[src/bslg_pkg.sv]
// package: constants and types for the boot section lock guard
package bslg_pkg;
  localparam int unsigned PTR_W = 16;
  localparam int unsigned PAGE_WORD_W = 5;
  localparam logic [PTR_W-1:0] APP_RESET_ADDR = 16'h0000;
  localparam logic [PTR_W-1:0] BOOT_START_DEF = 16'h0f00;
  localparam logic [1:0] LOCK_UNPROG = 2'h3;
  localparam logic FUSE_UNPROG = 1'h1;
  localparam logic [7:0] BYTE_ZERO = 8'h00;
  typedef enum logic [1:0] {
    BSLG_IDLE = 2'b00,
    BSLG_BUSY = 2'b01,
    BSLG_DONE = 2'b11
  } bslg_state_t;
  typedef enum logic [1:0] {
    BSLG_OP_PAGE = 2'h0,
    BSLG_OP_LOCK = 2'h1,
    BSLG_OP_NONE = 2'h2
  } bslg_op_t;
endpackage

[src/bslg_guard.sv]
// module: program memory access guard for application and boot sections
// Functional notes
// RULE1: app lock bits both one: app writes and reads unrestricted.
// RULE2: app lock 1/0: block writes to app section, reads allowed.
// RULE3: app lock 0/0: block app writes and reads from boot code.
// RULE4: app lock 0/1: app writes allowed, reads from boot code blocked.
// RULE5: app modes three/four, vectors in boot: no interrupts while in app.
// RULE6: boot lock bits both one: boot writes and reads unrestricted.
// RULE7: boot lock 1/0: block writes to boot section, reads allowed.
// RULE8: boot lock 0/0: block boot writes and reads from app code.
// RULE9: boot lock 0/1: boot writes allowed, reads from app code blocked.
// RULE10: boot modes three/four, vectors in app: no interrupts while in boot.
// RULE11: lock bits only get programmed; only chip erase unprograms them. The code also unprograms them on rst.
// RULE12: general write lock does not affect self-programming writes.
// RULE13: general read/write lock does not affect core reads or writes.
// RULE14: boot reset fuse one gives vector 0x0000, zero gives boot start.
// RULE15: code has no path to change fuses; only external programmer. The code also sets the fuse back to one on rst.
// RULE16: self-programming address comes from the 16-bit pointer pair.
// RULE17: low pointer bits pick the word in page, high bits the page.
// RULE18: address is latched at start; later pointer changes do nothing.
// RULE19: lock-bit setting operation ignores the pointer contents.
// RULE20: program reads address bytes, pointer bit 0 picks low/high byte.
// RULE21: software must give the same page to erase and to write.
// RULE22: blocked writes change nothing, blocked reads return no data.
`timescale 1ns/1ps
module bslg_guard
  import bslg_pkg::*;
#(
  parameter int unsigned PAGE_BITS = bslg_pkg::PAGE_WORD_W,
  parameter logic [15:0] BOOT_START = bslg_pkg::BOOT_START_DEF
) (
  input wire logic mclk,                                   // system clock
  input wire logic rst,                                    // async reset, high
  input wire logic [7:0] pointer_high_reg,                 // pointer high byte
  input wire logic [7:0] pointer_low_reg,                  // pointer low byte
  input wire logic exec_in_boot,                           // core executes boot code
  input wire logic vectors_in_boot,                        // vector table in boot
  input wire logic spm_req,                                // store op pulse
  input wire logic spm_lock_op,                            // store op sets lock bits
  input wire logic [3:0] spm_lock_data,                    // {bh,bl,ah,al} values
  input wire logic spm_done,                               // memory op finished
  input wire logic lpm_req,                                // program read pulse
  input wire logic [15:0] flash_word,                      // word from memory array
  input wire logic [1:0] gen_lock,                         // general lock bits
  input wire logic prog_if_active,                         // external programmer on
  input wire logic prog_fuse_we,                           // external fuse write
  input wire logic prog_fuse_val,                          // external fuse value
  input wire logic prog_lock_we,                           // external lock write
  input wire logic [3:0] prog_lock_val,                    // external lock values
  input wire logic chip_erase,                             // chip erase pulse
  output logic mem_write_en,                               // write page to memory
  output logic [15:0] mem_addr,                            // latched pointer address
  output logic [PAGE_BITS-1:0] mem_word_sel,               // word within page
  output logic [15-PAGE_BITS:0] mem_page_sel,              // page number
  output logic spm_blocked,                                // last store refused
  output logic [7:0] lpm_data,                             // read byte
  output logic lpm_valid,                                  // read byte valid
  output logic lpm_blocked,                                // last read refused
  output logic irq_allow,                                  // interrupts may run
  output logic [15:0] reset_vector,                        // selected reset vector
  output logic app_lock_bit_low,                           // app lock low
  output logic app_lock_bit_high,                          // app lock high
  output logic boot_lock_bit_low,                          // boot lock low
  output logic boot_lock_bit_high,                         // boot lock high
  output logic busy                                        // op in progress
);
  import bslg_pkg::*;

  // elaboration check: word field needs at least one bit, page number at least two
  if (PAGE_BITS < 1 || PAGE_BITS > 14) begin
    $error("page width out of range");
  end

  logic [15:0] ptr;
  logic [1:0] app_prot_ff;
  logic [1:0] boot_prot_ff;
  logic boot_rst_fuse_ff;
  logic [15:0] addr_ff;
  bslg_state_t st_ff;
  logic wr_ok;
  logic rd_ok;
  logic [15:0] ptr_word;
  logic tgt_boot_w;
  logic tgt_boot_r;

  // 16-bit pointer; word address drops the byte select bit
  assign ptr = {pointer_high_reg, pointer_low_reg}; // RULE16
  assign ptr_word = {1'b0, ptr[15:1]};
  assign tgt_boot_w = ptr_word >= BOOT_START;
  assign tgt_boot_r = ptr_word >= BOOT_START;

  // write permission by section mode; low bit zero means write lock
  function automatic logic write_allowed(input logic [1:0] prot);
    return prot[0]; // RULE1 RULE2 RULE3 RULE4 RULE6 RULE7 RULE8 RULE9
  endfunction

  // cross-section read permission; high bit zero blocks foreign reads
  function automatic logic read_allowed(input logic [1:0] prot, input logic foreign);
    return prot[1] || !foreign; // RULE3 RULE4 RULE8 RULE9
  endfunction

  // general lock bits are deliberately not used here
  assign wr_ok = tgt_boot_w ? write_allowed(boot_prot_ff)
                            : write_allowed(app_prot_ff); // RULE12 RULE13
  assign rd_ok = tgt_boot_r ? read_allowed(boot_prot_ff, !exec_in_boot)
                            : read_allowed(app_prot_ff, exec_in_boot); // RULE13

  // lock bits: software or programmer only programs, chip erase clears
  always_ff @(posedge mclk or posedge rst) begin
    if (rst) begin
      app_prot_ff <= LOCK_UNPROG;
      boot_prot_ff <= LOCK_UNPROG;
    end else if (chip_erase) begin
      app_prot_ff <= LOCK_UNPROG; // RULE11
      boot_prot_ff <= LOCK_UNPROG;
    end else if (prog_if_active && prog_lock_we) begin
      app_prot_ff <= app_prot_ff & prog_lock_val[1:0]; // RULE11
      boot_prot_ff <= boot_prot_ff & prog_lock_val[3:2];
    end else if (spm_req && spm_lock_op && exec_in_boot && st_ff == BSLG_IDLE) begin
      app_prot_ff <= app_prot_ff & spm_lock_data[1:0]; // RULE11 RULE19
      boot_prot_ff <= boot_prot_ff & spm_lock_data[3:2];
    end
  end

  // boot reset fuse: only external programming interface writes it
  always_ff @(posedge mclk or posedge rst) begin
    if (rst) begin
      boot_rst_fuse_ff <= FUSE_UNPROG;
    end else if (prog_if_active && prog_fuse_we) begin
      boot_rst_fuse_ff <= prog_fuse_val; // RULE15
    end
  end

  // reset vector selection
  always_ff @(posedge mclk or posedge rst) begin
    if (rst) begin
      reset_vector <= APP_RESET_ADDR;
    end else begin
      reset_vector <= boot_rst_fuse_ff ? APP_RESET_ADDR : BOOT_START; // RULE14
    end
  end

  // page operation sequencer with latched address
  always_ff @(posedge mclk or posedge rst) begin
    if (rst) begin
      st_ff <= BSLG_IDLE;
      addr_ff <= 16'h0000;
      mem_write_en <= 1'b0;
      spm_blocked <= 1'b0;
    end else begin
      mem_write_en <= 1'b0;
      case (st_ff)
        BSLG_IDLE: begin
          if (spm_req && !spm_lock_op && exec_in_boot) begin
            addr_ff <= ptr; // RULE18
            spm_blocked <= !wr_ok;
            mem_write_en <= wr_ok; // RULE22
            st_ff <= BSLG_BUSY;
          end else if (spm_req && !spm_lock_op) begin
            spm_blocked <= 1'b1;
          end
        end
        BSLG_BUSY: begin
          if (spm_done) begin
            st_ff <= BSLG_DONE;
          end
        end
        BSLG_DONE: begin
          st_ff <= BSLG_IDLE;
        end
        default: begin
          st_ff <= BSLG_IDLE;
        end
      endcase
    end
  end

  // address split: word within page and page number
  always_comb begin
    mem_addr = addr_ff;
    mem_word_sel = addr_ff[PAGE_BITS-1:0]; // RULE17
    mem_page_sel = addr_ff[15:PAGE_BITS]; // RULE17
  end

  // byte read path; bit zero picks the byte
  always_ff @(posedge mclk or posedge rst) begin
    if (rst) begin
      lpm_data <= BYTE_ZERO;
      lpm_valid <= 1'b0;
      lpm_blocked <= 1'b0;
    end else begin
      lpm_valid <= lpm_req;
      if (lpm_req) begin
        lpm_blocked <= !rd_ok;
        if (!rd_ok) begin
          lpm_data <= BYTE_ZERO; // RULE22
        end else begin
          lpm_data <= ptr[0] ? flash_word[15:8] : flash_word[7:0]; // RULE20
        end
      end
    end
  end

  // interrupt gating by vector location and execution section
  always_ff @(posedge mclk or posedge rst) begin
    if (rst) begin
      irq_allow <= 1'b1;
    end else begin
      irq_allow <= !((vectors_in_boot && !exec_in_boot && !app_prot_ff[1]) || // RULE5
                     (!vectors_in_boot && exec_in_boot && !boot_prot_ff[1])); // RULE10
    end
  end

  // registered copies of lock state and busy flag
  always_ff @(posedge mclk or posedge rst) begin
    if (rst) begin
      app_lock_bit_low <= 1'b1;
      app_lock_bit_high <= 1'b1;
      boot_lock_bit_low <= 1'b1;
      boot_lock_bit_high <= 1'b1;
      busy <= 1'b0;
    end else begin
      app_lock_bit_low <= app_prot_ff[0];
      app_lock_bit_high <= app_prot_ff[1];
      boot_lock_bit_low <= boot_prot_ff[0];
      boot_lock_bit_high <= boot_prot_ff[1];
      busy <= st_ff != BSLG_IDLE;
    end
  end
endmodule

[config.mk]
export PLATFORM = sky130hd
export DESIGN_NAME = bslg_guard
export DESIGN_NICKNAME = d
export VERILOG_FILES = /design/src/bslg_pkg.sv /design/src/bslg_guard.sv
export SDC_FILE = /design/constraint.sdc
export NUM_CORES = 1
export LEC_CHECK = 0
export BUFFER_PORTS_ARGS = -buffer_cell sky130_fd_sc_hd__buf_2
export CORE_MARGIN = 5
export CORE_UTILIZATION = 41
export CTS_BUF_LIST = sky130_fd_sc_hd__clkbuf_8
export DETAILED_ROUTE_END_ITERATION = 6
export HOLD_SLACK_MARGIN = 0.05
export MAX_ROUTING_LAYER = met4
export PLACE_DENSITY = 0.85
export SLEW_MARGIN = 5
export SYNTH_ARGS = -nofsm -noshare
export SYNTH_HDL_FRONTEND = slang
export SYNTH_SLANG_ARGS = --single-unit
[constraint.sdc]
create_clock -name mclk -period 1.25 [get_ports mclk]
set_input_delay 0.125 -clock mclk [delete_from_list [all_inputs] [get_ports mclk]]
set_output_delay 0.125 -clock mclk [all_outputs]
set_load 0.01 [all_outputs]
## After elaboration in Yosys (flattened, before gate mapping)

Cells that the tools add are included.

- Order comparisons: 1
- Equality and inequality tests: 3
- Muxes and demuxes: 18
- Bitwise logic cells: 4
- Reductions and logical operators: 29

Operator list:

| operator | count |
|---|---|
| 2-bit 2-to-1 mux | 8 |
| 8-bit 2-to-1 mux | 2 |
| 15-bit by 12-bit >= comparator with 1-bit output, second input constant | 1 |
| 12-bit 2-to-1 mux | 1 |
| 1-bit logical AND | 11 |
| 2-bit AND | 4 |
| 1-bit logical NOT | 8 |
| 1-bit 2-to-1 mux | 6 |
| 2-bit AND reduction | 3 |
| 2-bit one-hot mux with 2 select lines | 1 |
| 2-bit nonzero test | 2 |
| 1-bit logical OR | 3 |
| 3-bit nonzero test | 1 |
| 2-bit by 1-bit == test with 1-bit output, second input constant | 1 |
| 2-bit logical NOT | 1 |
| 2-bit by 1-bit != test with 1-bit output, second input constant | 1 |
| 2-bit != test, second input constant | 1 |

- Register bits: 53
- Input bits: 55
- Output and inout port bits: 66
- Logic and storage cells: 72

## Longest topological paths before layout

Gate-level depths: netlist (run 1).

- Word-level depth: 6
- Mapped depth: 5
- Mapped depth without buffers: 3

## Worst setup path before layout (run 1)

Ideal clock, no wire load.

- Path kind: register to register
- From: register st_ff[0]
- To: register addr_ff[0] (netlist: mem_addr[0])
- Setup time: 0.125 ns
- Data arrival time: 1.234 ns
- Required time: 1.125 ns
- Path slack: -0.109 ns
- Stages on the path, launching flop included: 5
- Path buffers: 1
- Clock period less this slack: 1.359 ns
- Cells stage by stage: dfrtp_1 > nor2_1 > nand3_2 > buf_2 > mux2_2

- Longest elaborated chain between the ends: 2

Ends and longest elaborated chain:

| element | RTL line | text |
|---|---|---|
| start: declaration | bslg_guard.sv:79 | `bslg_state_t st_ff;` |
| start signal: assignment | bslg_guard.sv:146 | `st_ff <= BSLG_IDLE;` |
| start signal: assignment | bslg_guard.sv:158 | `st_ff <= BSLG_BUSY;` |
| start signal: assignment | bslg_guard.sv:165 | `st_ff <= BSLG_DONE;` |
| 2-bit logical NOT | bslg_guard.sv:152 | `case (st_ff)` |
| 2-bit AND reduction (no source line) | - |  |
| end signal: assignment | bslg_guard.sv:155 | `addr_ff <= ptr;` |
| end: declaration | bslg_guard.sv:78 | `logic [15:0] addr_ff;` |

Every way passes these cells.
A chain may end at the register's enable or synchronous reset.

## Worst setup path after layout (run 1)

- From: register st_ff[0]
- To: register boot_prot_ff[1]

- Longest elaborated chain between the ends: 3

Ends and longest elaborated chain:

| element | RTL line | text |
|---|---|---|
| 2-bit logical NOT | bslg_guard.sv:119 | `end else if (spm_req && spm_lock_op && exec_in_boot && st_ff == BSLG_IDLE) begin` |
| 1-bit logical AND | bslg_guard.sv:119 |  |
| 3-bit nonzero test (no source line) | - |  |
| end signal: assignment | bslg_guard.sv:118 | `boot_prot_ff <= boot_prot_ff & prog_lock_val[3:2];` |
| end signal: assignment | bslg_guard.sv:121 | `boot_prot_ff <= boot_prot_ff & spm_lock_data[3:2];` |
| end: declaration | bslg_guard.sv:76 | `logic [1:0] boot_prot_ff;` |

Every way passes these cells.

==> results of run 1 <==
-- layout make-up --
cell class / count / area share (%)
multi-input combinational: 100 / 28.98
inverter: 12 / 1.588
timing repair buffer: 124 / 24.83
tap: 70 / 3.088
sequential: 42 / 37.49
clock buffer: 5 / 2.426
clock inverter: 3 / 1.588
-- power groups by stage --
stage               Sequential, µW  Combinational (µW)  Clock (µW)
finish                        2000                1850        1070
global route                  2060                2030        1160
CTS                           2000                1870        1110
detailed placement            2030                1830           0
global placement              1990                1800           0
floorplan                     2200                1120           0
-- sequential cells by signal (all words and copies together) (netlist names) --
signal              cells
app_lock_bit_high       1
boot_lock_bit_low       1
busy                    1
lpm_data                8
lpm_valid               1
lpm_blocked             1
mem_addr               16
boot_rst_fuse_ff        1
mem_write_en            1
boot_prot_ff            2
app_lock_bit_low        1
irq_allow               1
spm_blocked             1
app_prot_ff             2
reset_vector            1
st_ff                   2
boot_lock_bit_high      1
-- critical path, cell delays in order (launching register included) --
cell and delay, ns:
dfrtp_1 0.39, or3b_4 0.46, nor4_2 0.27, o21bai_1 0.10
-- timing repair --
action                     in CTS  in global routing
hold endpoints to repair       11                  0
pin swaps                       0                  3
setup buffers                   0                  0
setup endpoints to repair      20                 22
gates resized for setup         5                  2
hold buffers                    4                  0
-- worst max-delay path by stage --
stage                         from              end  cells after the start
6_report                  st_ff[0]  boot_prot_ff[1]                      3
4_1_cts                   st_ff[1]  boot_prot_ff[1]                      3
5_1_grt                   st_ff[0]  boot_prot_ff[1]                      3
2_1_floorplan             st_ff[1]      mem_addr[0]                      4
3_5_place_dp   pointer_high_reg[6]      lpm_data[7]                      5
3_3_place_gp   pointer_high_reg[6]      lpm_data[5]                      5
-- layer usage --
layer / share of wire [%] / wire (µm) / vias up
met2: 51 / 2555 / 76
met3: 8.9 / 449 / 5
li1: - / - / 820
met1: 39 / 1976 / 796
met5: 0 / 0 / -
met4: 1.1 / 53 / 0
-- synth_stat cells --
master    count
nor2_1        3
o21bai_1      4
or2_1         1
dfrtp_1      32
and3b_1       1
o21a_1        1
nor4_4        1
buf_1         1
or3_1         1
o221a_2       1
nand3_2       1
or3b_4        1
a21oi_1       3
nor4_1        4
and2_1        1
nand2_1       3
nor3_1        1
and2b_1       1
conb_1        1
a21o_1        1
a211oi_1      1
buf_4        31
inv_1        11
o21ai_0       6
o221ai_1      8
nand3b_1      1
clkinv_1      1
dfstp_2      10
and4_1        2
o211ai_1     16
mux2_2       25
buf_2         5
clkbuf_1      3
-- logic make-up after synthesis --
| family | after synthesis | synth area share (%) |
|---|---|---|
| AO/OA/AOI/OAI | 41 | 14.10 |
| buffers and inverters | 52 | 14.98 |
| flip-flops | 42 | 50.15 |
| multiplexers | 25 | 13.27 |
| other | 1 | 0.1768 |
| AND/OR/NAND/NOR | 22 | 7.316 |
-- through the flow --
step                      utilization (%)  hold slack (ns)  instances
final                               55.89          0.05947        356
after CTS                           55.65          0.05023        356
after global placement              52.02           0.1506        344
after global routing                55.89          0.05497        356
after floorplan                         -           0.1564        194
after detailed placement            52.02           0.1575        344
==> flow_summary_export.csv, run 1 <==
group,metric,value,unit
floorplanning,start_util,41.79,%
sta,min_period_over_period,103.9,%
worst_setup_path,arrival,1.52,ns
place,detailedPlace.worstSlack,-0.1475,ns
layout,design_area,2836,µm²
sta,finalHoldViolCount,0,
layout,nets,340,
hold_path,hold-path-endpoint,"boot_rst_fuse_ff",
clocking,cts_tree,"yes",
worst_setup_path,cp_max_fo,5,
power_and_ir_drop,peakVddDrop,0.9519,mV
drt,vias,1697,
worst_setup_path,crit_path_end_kind,"register",
worst_setup_path,crit_type,"reg2reg",
sta,rsz0062_at_grt,"yes",
grt,grt_pass1_vias,1684,
worst_setup_path,rr_worst_depth,3,
synthesis,synth_area_leaders,"dfrtp_1 38%, mux2_2 13%, dfstp_2 12%",
power_and_ir_drop,clkPwrFrac,21.7,%
worst_setup_path,startpoint_type,"register",
synthesis,syn_inst,183,
job,cap_violations,0,
power_and_ir_drop,p_int,3279,µW
clocking,clkTransAtPathRegs,0.08,ns
worst_setup_path,r2r-end,"boot_prot_ff[1]",
grt,grt_overflow,0,
layout,area_growth,33.75,%
place,placed_area,2640,µm²
place,globalplace.congestion,0.8060,
hold_path,hold_start,"prog_fuse_val",
synthesis,yosysTopAreaCell,"dfrtp_1",
power_and_ir_drop,p_leak,0.001384,µW
clocking,cts_max_level,2,
grt,grt_max_degree,22,
hold_path,whs_path_depth,2,
drt,vias_per_cell,4.767,
drt,wl,5.036,mm
clocking,clock_latency,0.29,ns
grt,grt_use_met3,3.838,%
synthesis,ys_types,33,
power_and_ir_drop,fin_total_pwr,4920,µW
floorplanning,dieArea,6711,µm²
drt,first_pass_iters,4,
hold_path,hp-class,"in2reg",
layout,mostFrequentLayoutCells,"106 x buf_2, 32 x dfrtp_1, 25 x mux2_2",
sta,fin_crit,1.299,ns
drt,wire_per_inst,14.15,µm
outcome,status,"complete, but fails checks",
layout,drive_above_1_share,60.49,%
sta,setup_ws,-0.04937,ns
synthesis,seq_area_frac_synth,50.15,%
layout,n_antenna_cell,0,
sta,fmaxAchievable,769.6,MHz
floorplanning,rows,26,
worst_setup_path,required,1.47,ns
clocking,root_buffer,"clkbuf_8",
worst_setup_path,r2r_slack,-0.05,ns
floorplanning,die_w,81.92,µm
layout,multi_input_area,822.0,µm²
layout,fillers,447,
grt,grt_busiest_layer,"met2",
synthesis,avgSynthCellArea,11.59,µm²
clocking,cts_made_buffers,5,
power_and_ir_drop,pwr-share-comb,37.6,%
grt,grt_pass1_wl,7.762,mm
floorplanning,die_h,81.92,µm
power_and_ir_drop,pwr-share-seq,40.6,%
synthesis,synth_top_area_share,37.76,%
drt,drc,0,
grt,grtUsageTotal,15.71,%
layout,mostFrequentLayoutCell,"buf_2",
power_and_ir_drop,p_sw,1642,µW
synthesis,synth-seq-cells,42,
clocking,cts_buffer_depth,2,
worst_setup_path,r2r_start,"st_ff[0]",
place,numPortBuffers,106,
power_and_ir_drop,power_density,1735,nW/µm²
sta,finalSetupViolCount,20,
clocking,clock_sinks,42,
drt,drt_iter0_markers,86,
sta,finClkSkew,0.004900,ns
floorplanning,num_io_pins,121,
drt,ant_nets,0,
synthesis,ys_warn_count,0,
power_and_ir_drop,switching_share,33.36,%
place,hpwlAfterDp,3.911,mm
sta,tns,-0.4491,ns
layout,seqCellArea,1064,µm²
grt,groute.layer.met1.usage,18.14,%
outcome,violations,"negative setup slack",
sta,maxSlewViolCount,0,
synthesis,syn-cell-area,2121,µm²
grt,antenna_found_initial,0,
floorplanning,coreArea,5075,µm²
grt,grt_use_met2,26.58,%
Power figures use the tool's default switching activity.
==> run 2: changes to the inputs <==
CELL_PAD_IN_SITES_DETAIL_PLACEMENT = 0   (was not set)
CELL_PAD_IN_SITES_GLOBAL_PLACEMENT = 1   (was not set)
CORE_UTILIZATION = 30   (was 41)
==> flow_summary_export.csv, run 2 (synthesized netlist as in run 1, its figures left out) <==
group,metric,value,unit
sta,tns,-0.5293,ns
floorplanning,coreArea,6832,µm²
place,placed_cells,370,
sta,maxSlewViolCount,0,
clocking,post_cts_buffers,0,
layout,mostFrequentLayoutCells,"106 x buf_2, 32 x dfrtp_1, 25 x mux2_2",
worst_setup_path,required,1.46,ns
layout,utilization,41.67,%
sta,finalHoldViolCount,0,
sta,fin_crit,1.304,ns
hold_path,hp-class,"in2reg",
clocking,clock_sinks,42,
clocking,cts_tree,"yes",
clocking,cts_made_buffers,5,
layout,n_antenna_cell,0,
floorplanning,rows,30,
sta,finClkSkew,0.008605,ns
grt,grt_pass1_wl,8.079,mm
drt,drt_iter0_markers,67,
clocking,cts_max_level,2,
outcome,violations,"negative setup slack",
floorplanning,num_io_pins,121,
sta,finalSetupViolCount,22,
worst_setup_path,arrival,1.51,ns
sta,min_period_over_period,104.3,%
grt,antenna_found_initial,0,
worst_setup_path,crit_path_end_kind,"register",
place,hpwlAfterDp,4.057,mm
worst_setup_path,crit_chain,"or3b_4, nor4_4, o21bai_1",
layout,fin_cells,380,
grt,grt_max_degree,43,
job,cap_violations,0,
power_and_ir_drop,p_leak,0.001381,µW
drt,wire_per_inst,13.64,µm
drt,ant_nets,0,
layout,largest_reg_flops,16,
floorplanning,die_h,94.08,µm
clocking,root_buffer,"clkbuf_8",
grt,grt_pass1_vias,1657,
place,numPortBuffers,106,
place,globalplace.congestion,0.7441,
drt,vias_per_cell,4.416,
grt,grtUsageTotal,11.92,%
outcome,status,"complete, but fails checks",
worst_setup_path,slowest_stage,"or3b_4",
drt,first_pass_iters,4,
layout,drive_above_1_share,60.92,%
drt,vias,1678,
sta,rsz0062_at_grt,"yes",
drt,wl,5.182,mm
layout,nets,338,
worst_setup_path,startpoint_type,"register",
power_and_ir_drop,peakVddDrop,0.5889,mV
power_and_ir_drop,fin_total_pwr,4889,µW
worst_setup_path,critical-path-max-stage-delay,0.46,ns
layout,area_growth,34.22,%
place,detailedPlace.worstSlack,-0.1167,ns
layout,mostFrequentLayoutCell,"buf_2",
floorplanning,start_util,31.04,%
worst_setup_path,crit_type,"reg2reg",
clocking,clock_latency,0.29,ns
clocking,clkTransAtPathRegs,0.09,ns
grt,grt_overflow,0,
drt,drc,0,
power_and_ir_drop,power_density,1718,nW/µm²
worst_setup_path,cp_max_fo,5,
clocking,cts_buffer_depth,2,
sta,fmaxAchievable,766.7,MHz
floorplanning,die_w,94.08,µm
floorplanning,dieArea,8851,µm²
sta,setup_ws,-0.05425,ns
[run 2: area by class of cell]
cell class,count,area [µm²]
Sequential cell,42,1064
Timing Repair Buffer,122,680.7
Fill cell,712,3985
Multi-Input combinational cell,100,827.0
Inverter,12,45.04
Clock buffer,5,68.82
Clock inverter,3,41.29
Tap cell,96,120.1
[run 2: where the power goes]
group	switching, µW	internal (µW)	leakage, µW
clock	455	588	0.0000556
sequential	230	1770	0.000493
combinational	933	918	0.000832
total	1620	3270	0.00138
[run 2: metal layers]
metal | wire [µm] | vias to the layer above | GRT usage, %
met5 | 0 | - | -
li1 | - | 811 | -
met3 | 389 | 0 | 3.125
met4 | 0 | 0 | 2.888
met1 | 2307 | 794 | 14.93
met2 | 2485 | 73 | 19.28
[run 2: repair_timing]
item                                    in CTS  in global routing
hold buffers                                 2                  0
hold endpoints to repair                    33                  0
endpoints found under the setup margin      20                 21
pin swaps                                    0                  2
resized for setup                            5                  2
[run 2: per-stage QoR]
stage | hold slack [ns] | cell area [µm²]
global route | 0.05134 | 2846
floorplan | 0.1564 | 2171
finish | 0.06500 | 2846
global placement | 0.1688 | 2673
CTS | 0.05022 | 2833
detailed placement | 0.1774 | 2673
[run 2: worst max-delay path, delay by kind of cell (launching register included)]
family             cells  cell delay, ns
AOI/OAI and AO/OA      1            0.10
DFF                    1            0.39
and+or+nand+nor        2            0.74
[run 2: path summary, 6_finish.rpt]
path | startpoint | to | slack [ns] | cells past startpoint
max | st_ff[1] | boot_prot_ff[1] | -0.05 | 3
min | pointer_low_reg[1] | mem_addr[1] | 0.07 | 2
max reg2reg | st_ff[1] | boot_prot_ff[1] | -0.05 | 3
min reg2reg | app_prot_ff[0] | app_lock_bit_low | 0.38 | 0
max in group asynchronous | rst | boot_prot_ff[0] | 0.57 | 4
min in group asynchronous | rst | mem_addr[2] | 0.40 | 4
